## src/rtl/sit_defines.svh

```systemverilog
// Purpose: constants of the sleep interval timer
// Assumes: 100 MHz clk, AXI4-Lite, byte address = 4 * register index
// Notes:   register indices are word indices on the bus
// Function
// RULE1: hold 11-bit wake value; coarse match requests main oscillator start.
// RULE2: wake value resets to 0x00A; software never programs below 0x001.
// RULE3: software keeps wake value above the oscillator settle count.
// RULE4: wake value bits 10:8 in high wake byte bits 2:0, rest zero.
// RULE5: fine counter is 16 bits over two bytes, counting 50 ns ticks.
// RULE6: coarse counter is 26 bits over byte registers, in low-power periods.
// RULE7: coarse plus fine time beacon intervals, or sleep without beacons.
// RULE8: low-power period set by selected clock source and programmed divisor.
// RULE9: writing start bit launches nonbeacon sleep timing; bit self-clears.
// RULE10: coarse bits 25:24 sit in bits 1:0 of fourth coarse byte.
// RULE11: interval ends after coarse periods then fine ticks have elapsed.
`ifndef SIT_DEFINES_SVH
`define SIT_DEFINES_SVH

// ----------------------------------------------------------------------
// register indices
// ----------------------------------------------------------------------
`define SIT_IDX_WAKE_LOW    10'h222
`define SIT_IDX_WAKE_HIGH   10'h223
`define SIT_IDX_FINE_LOW    10'h224
`define SIT_IDX_FINE_HIGH   10'h225
`define SIT_IDX_COARSE0     10'h226
`define SIT_IDX_COARSE1     10'h227
`define SIT_IDX_COARSE2     10'h228
`define SIT_IDX_COARSE3     10'h229
`define SIT_IDX_CTRL        10'h22C
`define SIT_IDX_STATUS      10'h22D

// ----------------------------------------------------------------------
// fields and reset values
// ----------------------------------------------------------------------
`define SIT_START_BIT       7
`define SIT_WAKE_RESET      11'h00A
`define SIT_ORDER_RESET     4'hF
`define SIT_ORDER_NONBEACON 4'hF
`define SIT_RESP_OKAY       2'h0
`define SIT_RESP_SLVERR     2'h2

// ----------------------------------------------------------------------
// timing
// ----------------------------------------------------------------------
`define SIT_CLK_NS          10
`define SIT_FINE_TICK_NS    50
`define SIT_FINE_CYC        (`SIT_FINE_TICK_NS / `SIT_CLK_NS)
`define SIT_LP_INT_NS       10000
`define SIT_LP_EXT_NS       30518
`define SIT_LP_INT_CYC      (`SIT_LP_INT_NS / `SIT_CLK_NS)
`define SIT_LP_EXT_CYC      (`SIT_LP_EXT_NS / `SIT_CLK_NS)

`endif

```

## src/rtl/sit_pkg.sv

```systemverilog
// Purpose: types of the sleep interval timer
// Assumes: constants live in sit_defines.svh
// Notes:   none
package sit_pkg;

    typedef enum logic [1:0] {
        SIT_IDLE,
        SIT_COARSE,
        SIT_FINE
    } sit_phase_t;

    typedef enum logic [3:0] {
        SIT_SEL_NONE,
        SIT_SEL_WAKE_LOW,
        SIT_SEL_WAKE_HIGH,
        SIT_SEL_FINE_LOW,
        SIT_SEL_FINE_HIGH,
        SIT_SEL_COARSE0,
        SIT_SEL_COARSE1,
        SIT_SEL_COARSE2,
        SIT_SEL_COARSE3,
        SIT_SEL_CTRL,
        SIT_SEL_STATUS
    } sit_sel_t;

endpackage

```

## src/rtl/sit_sleep_interval_timer.sv

```systemverilog
// Purpose: sleep interval timer with AXI4-Lite register access
// Assumes: single 100 MHz clock, synchronous active-low reset
// Notes:   low-power clock is a tick enable derived from clk
//
// The AXI4-Lite slave port is this design's own decision.
`timescale 1ns/1ps
`default_nettype none
`include "sit_defines.svh"

module sit_sleep_interval_timer
    import sit_pkg::*;
(
    input  wire logic        clk,
    input  wire logic        nrst,
    input  wire logic [11:0] s_axi_awaddr,
    input  wire logic        s_axi_awvalid,
    output logic             s_axi_awready,
    input  wire logic [31:0] s_axi_wdata,
    input  wire logic [3:0]  s_axi_wstrb,
    input  wire logic        s_axi_wvalid,
    output logic             s_axi_wready,
    output logic [1:0]       s_axi_bresp,
    output logic             s_axi_bvalid,
    input  wire logic        s_axi_bready,
    input  wire logic [11:0] s_axi_araddr,
    input  wire logic        s_axi_arvalid,
    output logic             s_axi_arready,
    output logic [31:0]      s_axi_rdata,
    output logic [1:0]       s_axi_rresp,
    output logic             s_axi_rvalid,
    input  wire logic        s_axi_rready,
    input  wire logic        beaconStart,
    output logic             oscWakeReq,
    output logic             intervalDone,
    output logic             sleepActive
);

    // ------------------------------------------------------------------
    // state
    // ------------------------------------------------------------------
    typedef struct packed {
        logic [10:0] wakeMatch;
        logic [15:0] fineCfg;
        logic [25:0] coarseCfg;
        logic [1:0]  lpSrc;
        logic [4:0]  lpDiv;
        logic [3:0]  beaconOrder;
        logic        slotted;
        sit_phase_t  phase;
        logic [25:0] coarseLeft;
        logic [15:0] fineLeft;
        logic [2:0]  tickCnt;
        logic [11:0] baseCnt;
        logic [31:0] divCnt;
        logic        oscWake;
        logic        done;
        logic        doneSticky;
        logic        active;
        logic        awHeld;
        logic        wHeld;
        logic [11:0] awAddr;
        logic [31:0] wData;
        logic [3:0]  wStrb;
        logic        awReady;
        logic        wReady;
        logic        bValid;
        logic [1:0]  bResp;
        logic        arReady;
        logic        rValid;
        logic [31:0] rData;
        logic [1:0]  rResp;
    } sit_state_t;

    sit_state_t s;
    sit_state_t next_s;

    // ------------------------------------------------------------------
    // helpers
    // ------------------------------------------------------------------
    function automatic sit_sel_t decodeAddr(input logic [11:0] addr);
        unique case (addr[11:2])
            `SIT_IDX_WAKE_LOW:  decodeAddr = SIT_SEL_WAKE_LOW;
            `SIT_IDX_WAKE_HIGH: decodeAddr = SIT_SEL_WAKE_HIGH;
            `SIT_IDX_FINE_LOW:  decodeAddr = SIT_SEL_FINE_LOW;
            `SIT_IDX_FINE_HIGH: decodeAddr = SIT_SEL_FINE_HIGH;
            `SIT_IDX_COARSE0:   decodeAddr = SIT_SEL_COARSE0;
            `SIT_IDX_COARSE1:   decodeAddr = SIT_SEL_COARSE1;
            `SIT_IDX_COARSE2:   decodeAddr = SIT_SEL_COARSE2;
            `SIT_IDX_COARSE3:   decodeAddr = SIT_SEL_COARSE3;
            `SIT_IDX_CTRL:      decodeAddr = SIT_SEL_CTRL;
            `SIT_IDX_STATUS:    decodeAddr = SIT_SEL_STATUS;
            default:            decodeAddr = SIT_SEL_NONE;
        endcase
    endfunction

    function automatic logic [31:0] mergeBytes(input logic [31:0] old,
                                               input logic [31:0] data,
                                               input logic [3:0]  strb);
        mergeBytes = old;
        for (int i = 0; i < 4; i++) begin
            if (strb[i]) begin
                mergeBytes[i*8 +: 8] = data[i*8 +: 8];
            end
        end
    endfunction

    // ------------------------------------------------------------------
    // combinational next state
    // ------------------------------------------------------------------
    logic        nonBeacon;
    logic        baseTick;
    logic        lpTick;
    logic        fineTick;
    logic        doWrite;
    logic        wrStart;
    logic        startNow;
    logic [31:0] divMask;
    logic [11:0] basePeriod;
    logic [31:0] wMerged;
    sit_sel_t    wSel;
    sit_sel_t    rSel;

    always_comb begin
        next_s = s;
        // nonbeacon mode: order 0xF with slotted access off [RULE9]
        nonBeacon = (s.beaconOrder == `SIT_ORDER_NONBEACON) && !s.slotted;
        // source picks the base period, divisor scales it by 2^n [RULE8]
        basePeriod = (s.lpSrc == 2'h0) ? 12'(`SIT_LP_INT_CYC)
                                       : 12'(`SIT_LP_EXT_CYC);
        baseTick = s.active && (s.baseCnt == basePeriod - 12'h001);
        divMask  = (32'h0000_0001 << s.lpDiv) - 32'h0000_0001;
        lpTick   = baseTick && ((s.divCnt & divMask) == divMask); // [RULE8]
        // fine tick every 50 ns [RULE5]
        fineTick = s.active && (s.tickCnt == 3'(`SIT_FINE_CYC - 1));

        // write channel: address and data taken in either order
        next_s.done = 1'b0;
        if (s_axi_awvalid && s.awReady) begin
            next_s.awHeld = 1'b1;
            next_s.awAddr = s_axi_awaddr;
        end
        if (s_axi_wvalid && s.wReady) begin
            next_s.wHeld = 1'b1;
            next_s.wData = s_axi_wdata;
            next_s.wStrb = s_axi_wstrb;
        end
        if (s.bValid && s_axi_bready) begin
            next_s.bValid = 1'b0;
        end
        doWrite = s.awHeld && s.wHeld && !s.bValid;
        wSel    = decodeAddr(s.awAddr);
        wMerged = 32'h0000_0000;
        wrStart = 1'b0;
        if (doWrite) begin
            next_s.awHeld = 1'b0;
            next_s.wHeld  = 1'b0;
            next_s.bValid = 1'b1;
            next_s.bResp  = `SIT_RESP_OKAY;
            unique case (wSel)
                SIT_SEL_WAKE_LOW: begin
                    wMerged = mergeBytes({24'h0, s.wakeMatch[7:0]},
                                         s.wData, s.wStrb);
                    next_s.wakeMatch[7:0] = wMerged[7:0]; // [RULE1]
                end
                SIT_SEL_WAKE_HIGH: begin
                    wMerged = mergeBytes({29'h0, s.wakeMatch[10:8]},
                                         s.wData, s.wStrb);
                    next_s.wakeMatch[10:8] = wMerged[2:0]; // [RULE4]
                end
                SIT_SEL_FINE_LOW: begin
                    wMerged = mergeBytes({24'h0, s.fineCfg[7:0]},
                                         s.wData, s.wStrb);
                    next_s.fineCfg[7:0] = wMerged[7:0]; // [RULE5]
                end
                SIT_SEL_FINE_HIGH: begin
                    wMerged = mergeBytes({24'h0, s.fineCfg[15:8]},
                                         s.wData, s.wStrb);
                    next_s.fineCfg[15:8] = wMerged[7:0]; // [RULE5]
                end
                SIT_SEL_COARSE0: begin
                    wMerged = mergeBytes({24'h0, s.coarseCfg[7:0]},
                                         s.wData, s.wStrb);
                    next_s.coarseCfg[7:0] = wMerged[7:0]; // [RULE6]
                end
                SIT_SEL_COARSE1: begin
                    wMerged = mergeBytes({24'h0, s.coarseCfg[15:8]},
                                         s.wData, s.wStrb);
                    next_s.coarseCfg[15:8] = wMerged[7:0]; // [RULE6]
                end
                SIT_SEL_COARSE2: begin
                    wMerged = mergeBytes({24'h0, s.coarseCfg[23:16]},
                                         s.wData, s.wStrb);
                    next_s.coarseCfg[23:16] = wMerged[7:0]; // [RULE6]
                end
                SIT_SEL_COARSE3: begin
                    wMerged = mergeBytes({30'h0, s.coarseCfg[25:24]},
                                         s.wData, s.wStrb);
                    next_s.coarseCfg[25:24] = wMerged[1:0]; // [RULE10]
                    // start bit is not stored, so it reads back zero [RULE9]
                    wrStart = wMerged[`SIT_START_BIT];
                end
                SIT_SEL_CTRL: begin
                    wMerged = mergeBytes({20'h0, s.slotted, s.beaconOrder,
                                          s.lpDiv, s.lpSrc},
                                         s.wData, s.wStrb);
                    next_s.lpSrc       = wMerged[1:0];
                    next_s.lpDiv       = wMerged[6:2];
                    next_s.beaconOrder = wMerged[10:7];
                    next_s.slotted     = wMerged[11];
                end
                SIT_SEL_STATUS: begin
                    // write one clears the done flag
                    if (s.wStrb[0] && s.wData[2]) begin
                        next_s.doneSticky = 1'b0;
                    end
                end
                SIT_SEL_NONE: begin
                    next_s.bResp = `SIT_RESP_SLVERR;
                end
            endcase
        end

        // read channel: one outstanding read, answered one cycle later
        rSel = decodeAddr(s_axi_araddr);
        if (s.rValid && s_axi_rready) begin
            next_s.rValid = 1'b0;
        end
        if (s_axi_arvalid && s.arReady) begin
            next_s.rValid = 1'b1;
            next_s.rResp  = `SIT_RESP_OKAY;
            unique case (rSel)
                SIT_SEL_WAKE_LOW:  next_s.rData = {24'h0, s.wakeMatch[7:0]};
                SIT_SEL_WAKE_HIGH: next_s.rData = {29'h0, s.wakeMatch[10:8]};
                SIT_SEL_FINE_LOW:  next_s.rData = {24'h0, s.fineCfg[7:0]};
                SIT_SEL_FINE_HIGH: next_s.rData = {24'h0, s.fineCfg[15:8]};
                SIT_SEL_COARSE0:   next_s.rData = {24'h0, s.coarseCfg[7:0]};
                SIT_SEL_COARSE1:   next_s.rData = {24'h0, s.coarseCfg[15:8]};
                SIT_SEL_COARSE2:   next_s.rData = {24'h0, s.coarseCfg[23:16]};
                SIT_SEL_COARSE3:   next_s.rData = {30'h0, s.coarseCfg[25:24]};
                SIT_SEL_CTRL:      next_s.rData = {20'h0, s.slotted,
                                                   s.beaconOrder, s.lpDiv,
                                                   s.lpSrc};
                SIT_SEL_STATUS:    next_s.rData = {28'h0, nonBeacon,
                                                   s.doneSticky, s.oscWake,
                                                   s.active};
                SIT_SEL_NONE: begin
                    next_s.rData = 32'h0000_0000;
                    next_s.rResp = `SIT_RESP_SLVERR;
                end
            endcase
        end

        // low-power and fine tick generation
        if (s.active) begin
            next_s.baseCnt = baseTick ? 12'h000 : s.baseCnt + 12'h001;
            next_s.tickCnt = fineTick ? 3'h0 : s.tickCnt + 3'h1;
            if (baseTick) begin
                next_s.divCnt = s.divCnt + 32'h0000_0001;
            end
        end

        // interval sequencer
        unique case (s.phase)
            SIT_IDLE: begin
            end
            SIT_COARSE: begin
                if (s.coarseLeft <= {15'h0, s.wakeMatch}) begin
                    next_s.oscWake = 1'b1; // [RULE1]
                end
                if (s.coarseLeft == 26'h0) begin
                    next_s.phase = SIT_FINE; // [RULE11]
                end else if (lpTick) begin
                    next_s.coarseLeft = s.coarseLeft - 26'h1; // [RULE6]
                end
            end
            SIT_FINE: begin
                next_s.oscWake = 1'b1;
                if (s.fineLeft == 16'h0) begin
                    // end only after both phases have run out [RULE11]
                    next_s.phase      = SIT_IDLE;
                    next_s.active     = 1'b0;
                    next_s.done       = 1'b1;
                    next_s.doneSticky = 1'b1;
                end else if (fineTick) begin
                    next_s.fineLeft = s.fineLeft - 16'h1; // [RULE5]
                end
            end
        endcase

        // beacon mode starts from the radio, nonbeacon from software [RULE7]
        startNow = (wrStart && nonBeacon) || (beaconStart && !nonBeacon);
        if (startNow) begin // [RULE9]
            next_s.phase      = SIT_COARSE;
            next_s.active     = 1'b1;
            next_s.coarseLeft = s.coarseCfg;
            next_s.fineLeft   = s.fineCfg;
            next_s.baseCnt    = 12'h000;
            next_s.divCnt     = 32'h0000_0000;
            next_s.tickCnt    = 3'h0;
            next_s.oscWake    = 1'b0;
        end

        // ready flags registered so every port comes from a flop
        next_s.awReady = !next_s.awHeld && !next_s.bValid;
        next_s.wReady  = !next_s.wHeld && !next_s.bValid;
        next_s.arReady = !next_s.rValid;
    end

    // ------------------------------------------------------------------
    // registers
    // ------------------------------------------------------------------
    always_ff @(posedge clk) begin
        if (!nrst) begin
            s             <= '0;
            s.wakeMatch   <= `SIT_WAKE_RESET; // [RULE2]
            s.beaconOrder <= `SIT_ORDER_RESET;
            s.phase       <= SIT_IDLE;
            s.awReady     <= 1'b1;
            s.wReady      <= 1'b1;
            s.arReady     <= 1'b1;
        end else begin
            s <= next_s;
        end
    end

    assign s_axi_awready = s.awReady;
    assign s_axi_wready  = s.wReady;
    assign s_axi_bvalid  = s.bValid;
    assign s_axi_bresp   = s.bResp;
    assign s_axi_arready = s.arReady;
    assign s_axi_rvalid  = s.rValid;
    assign s_axi_rdata   = s.rData;
    assign s_axi_rresp   = s.rResp;
    assign oscWakeReq    = s.oscWake;
    assign intervalDone  = s.done;
    assign sleepActive   = s.active;
endmodule

`default_nettype wire

```

## config.mk

```make
export PLATFORM = sky130hd
export DESIGN_NAME = sit_sleep_interval_timer
export DESIGN_NICKNAME = d
export VERILOG_FILES = /design/src/rtl/sit_pkg.sv /design/src/rtl/sit_sleep_interval_timer.sv
export VERILOG_INCLUDE_DIRS = /design/src /design/src/rtl
export SDC_FILE = /design/constraint.sdc
export NUM_CORES = 1
export LEC_CHECK = 0
export ABC_AREA = 1
export BUFFER_PORTS_ARGS = -buffer_cell sky130_fd_sc_hd__buf_2
export CAP_MARGIN = 15
export CORE_MARGIN = 3
export CORE_UTILIZATION = 40
export CTS_CLUSTER_DIAMETER = 30
export DETAILED_ROUTE_END_ITERATION = 10
export GPL_ROUTABILITY_DRIVEN = 0
export SYNTH_ARGS = -nofsm -noshare
export SYNTH_HDL_FRONTEND = slang
export SYNTH_SLANG_ARGS = --single-unit
```

## constraint.sdc

```tcl
create_clock -name clk -period 7.28 [get_ports clk]
set_input_delay 0.364 -clock clk [delete_from_list [all_inputs] [get_ports clk]]
set_output_delay 0.364 -clock clk [all_outputs]
set_load 0.05 [all_outputs]
```

==> results.md <==
* Pin count of the biggest net entering global routing at 77
* First-pass GRT wire length at about 55 mm
* CTS buffer count at 50
* Hold Vio Cnt, Final at 0
* Internal Pwr Total at 2.740 mW
* Fin crit share at 0.5417
* CTS tree: done
* DRT iter0 DRCs at 839
* CTS H-tree lvls at 2
* Ant. Diodes at 0
* Register share of total power at 0.323
* Grt ovf at 0
* CTS resizes at 0
* Commonest non-fill, non-tap cells in the layout: 385 x nand2_1, 234 x nor2_1, 225 x inv_1
* Synthesis-stage register bit count at 204
* Setup Viol. Count Final at 0
* Seq/Total Area, Yosys at 0.3453
* Most common cell after layout, fill and taps aside: nand2_1
* Clk Latency, worst-skew pair at approximately 0.55 ns
* Max VDD drop at ~0.18 mV
* Area post-placement at 12210 sq um
* Max Slew Vio Count at 0
* PD cells at 257.0 nW/um^2
* GR Util All Layers at 0.2158
* Clock power share at 0.641
* Max clock buf depth at 3
* Critical-path top delay cell: dfxtp_1
* IO buf count at 63
* Number of global-route vias before repair at approximately 11000
* Area growth from synthesis to layout at 18.26%
* Mapped Cells at roughly 1800
* FMAX at 253.6 MHz
* CTS clock-pin slew for the worst setup and hold paths at 0.05 ns
* CP Class: flip-flop to flip-flop
* Cell total after placement at 2180
* Final cell count without fillers at approximately 2300
* Worst-path fanout max at 32
* Drt drc at 0
* Comb power frac at 0.036
* Cell variety after synth at 52
* Util after Layout at 0.4834
* Worst EP required at between 7 and 8 ns
* DR WL/cell at 15.15 microns
* Sw Share at 0.2378
* MaxCap Viol Count at 0
* Clock Sink Count at between 200 and 250
* CP Launch Type: flip-flop
* Rows at 62
* Syn Area/Cell at between 6 and 7 sq um
* Worst Hold Class: primary input to flip-flop
* Share of cells above drive strength 1 at 0.1064
* CTS Root Cell: clkbuf_16
* P_leak at roughly 6 nW
* Post-CTS Setup Bufs at 0
* Iteration count of the initial detailed-routing pass at 5
* Post-CTS Hold Fix Bufs at 0
* Worst slew margin at 0.2933
* Chip Height at around 180 microns
* Vias per inst at roughly 5.2
* Slowest stage delay, CP at around 0.80 ns
* Vias at about 12000
* CP Capture Type: flip-flop
* Unrepaired setup endpoints after global routing: no
* Worst hold slack at between 0.06 and 0.07 ns
* DP HPWL at approximately 26 mm
* Total Routed Length at between 30 and 40 mm
* Worst slew pin tran at roughly 1.1 ns
* Post-DRT Antenna Nets at 0
* Total Neg Setup Slack at 0 ns
* Final net count at a little under 2000
* Worst EP arrival at roughly 4.4 ns
* Yosys warning total at 0
* Layout Skew at between 0.02 and 0.03 ns
* Chip width at roughly 180 microns
* NetSw at 0.8548 mW
* CP Cell Sequence: inv_2, nand4_1, ha_1, nand2_1, nor2_4, nand2_1, nor2_2, nand2_1, nand3_1, nand4_1, nor2_1, nand3_2, nand2_4, inv_1, nor2_1, nor2_1
* Tmin final at around 3.9 ns
* Initial Utilization at 0.4088
* I/O pins at ~110
* Synth Cell Area at around 12000 sq um
* Die area at ~32000 sq um
* Area occupied by multi-input gates at around 6400 sq um
* Core area at 28940 sq um
* Layout fillers at 2934
* Status: completed
* Initial antenna violation count at 0
* Sequential cell area at around 4100 sq um
* Fin area at 13990 sq um
state kept, by name, summed over array words and instances, names as in the netlist:
name and cells:
s_axi_rresp 1, s_axi_awready 1, s_axi_wready 1, sleepActive 1
oscWakeReq 1, s_axi_bresp 1, s_axi_arready 1, intervalDone 1
s_axi_bvalid 1, s_axi_rvalid 1, s 182, s_axi_rdata 12
power groups by stage:
stage / sequential [mW] / combinational (mW) / clock (mW)
after floorplan: 1.18 / 0.0982 / 0
after global placement: 1.18 / 0.128 / 0
after detailed placement: 1.18 / 0.129 / 0
after CTS: 1.16 / 0.129 / 2.34
after global routing: 1.16 / 0.144 / 2.40
final: 1.16 / 0.129 / 2.31
worst paths after layout:
path | from | endpoint | slack, ns | cells past startpoint
hold / removal | s_axi_awaddr[10] | s[87] | 0.07 | 3
hold reg to reg | s[53] | s[53] | 0.46 | 2
setup / recovery | s[194] | s[158] | 3.34 | 16
setup reg to reg | s[194] | s[158] | 3.34 | 16
through the flow:
step                power (mW)  worst slack, ns
finish                   3.595            3.337
global route             3.709            2.997
CTS                      3.627            3.399
detailed placement       1.310            3.400
global placement         1.309            3.449
floorplan                1.277            4.816
logic make-up after synthesis:
| logic type | count (synthesis) | synth area share |
|---|---|---|
| buf+inv | 328 | 0.1190 |
| xor+xnor | 44 | 0.03258 |
| other cells | 1 | 0.0003171 |
| compound gates | 329 | 0.1584 |
| flops | 204 | 0.3453 |
| fa+ha+maj | 18 | 0.01904 |
| simple gates | 877 | 0.3254 |
cell type report:
class                           count  share of cell area
Timing Repair Buffer               68             0.02523
Multi-Input combinational cell   1290              0.4586
Tap cell                          384             0.03435
Clock inverter                     36             0.03399
Clock buffer                       57             0.09276
Sequential cell                   204              0.2920
Inverter                          234             0.06306
critical path, delay by kind of cell (launching register included):
family                   cells  cell delay (ns)
adder cells (fa/ha/maj)      1             0.23
buffers and inverters        2             0.43
flip-flops                   1             0.80
AND/OR/NAND/NOR             13             2.35
per-layer routing:
layer  up-vias  global-route usage  part of all wire
met5         -                   0                 0
met4         0             0.06512             0.026
met3        70             0.03338             0.053
met2       329              0.3592              0.46
met1      5363              0.2877              0.46
li1       5996                   -                 -
Yosys cell counts, drive strengths merged:
cell,n,area [sq um]
or2,4,25.03
a211oi,25,187.7
nor4,11,68.82
o21bai,1,7.510
nor3b,4,30.03
nand3b,5,37.54
o31ai,3,22.52
dfxtp,204,4084
xor2,34,297.8
and3,2,12.51
a41oi,1,8.760
or4,2,15.01
a32o,1,10.01
a32oi,1,8.760
nor2,253,1036
conb,1,3.750
o22ai,12,75.07
ha,18,225.2
o21ai,90,450.4
a221oi,2,17.52
buf,52,369.1
nand2,392,1499
nand4,55,356.6
clkbuf,42,157.7
a21boi,1,7.510
o211ai,16,120.1
o2111ai,6,52.55
clkinv,2,7.510
xnor2,10,87.58
nor3,42,215.2
a31oi,10,62.56
inv,232,873.3
a311oi,2,17.52
and2,2,12.51
a21oi,149,757.0
a22oi,9,67.56
nand3,105,540.5
(Power assumes the default switching activity.)
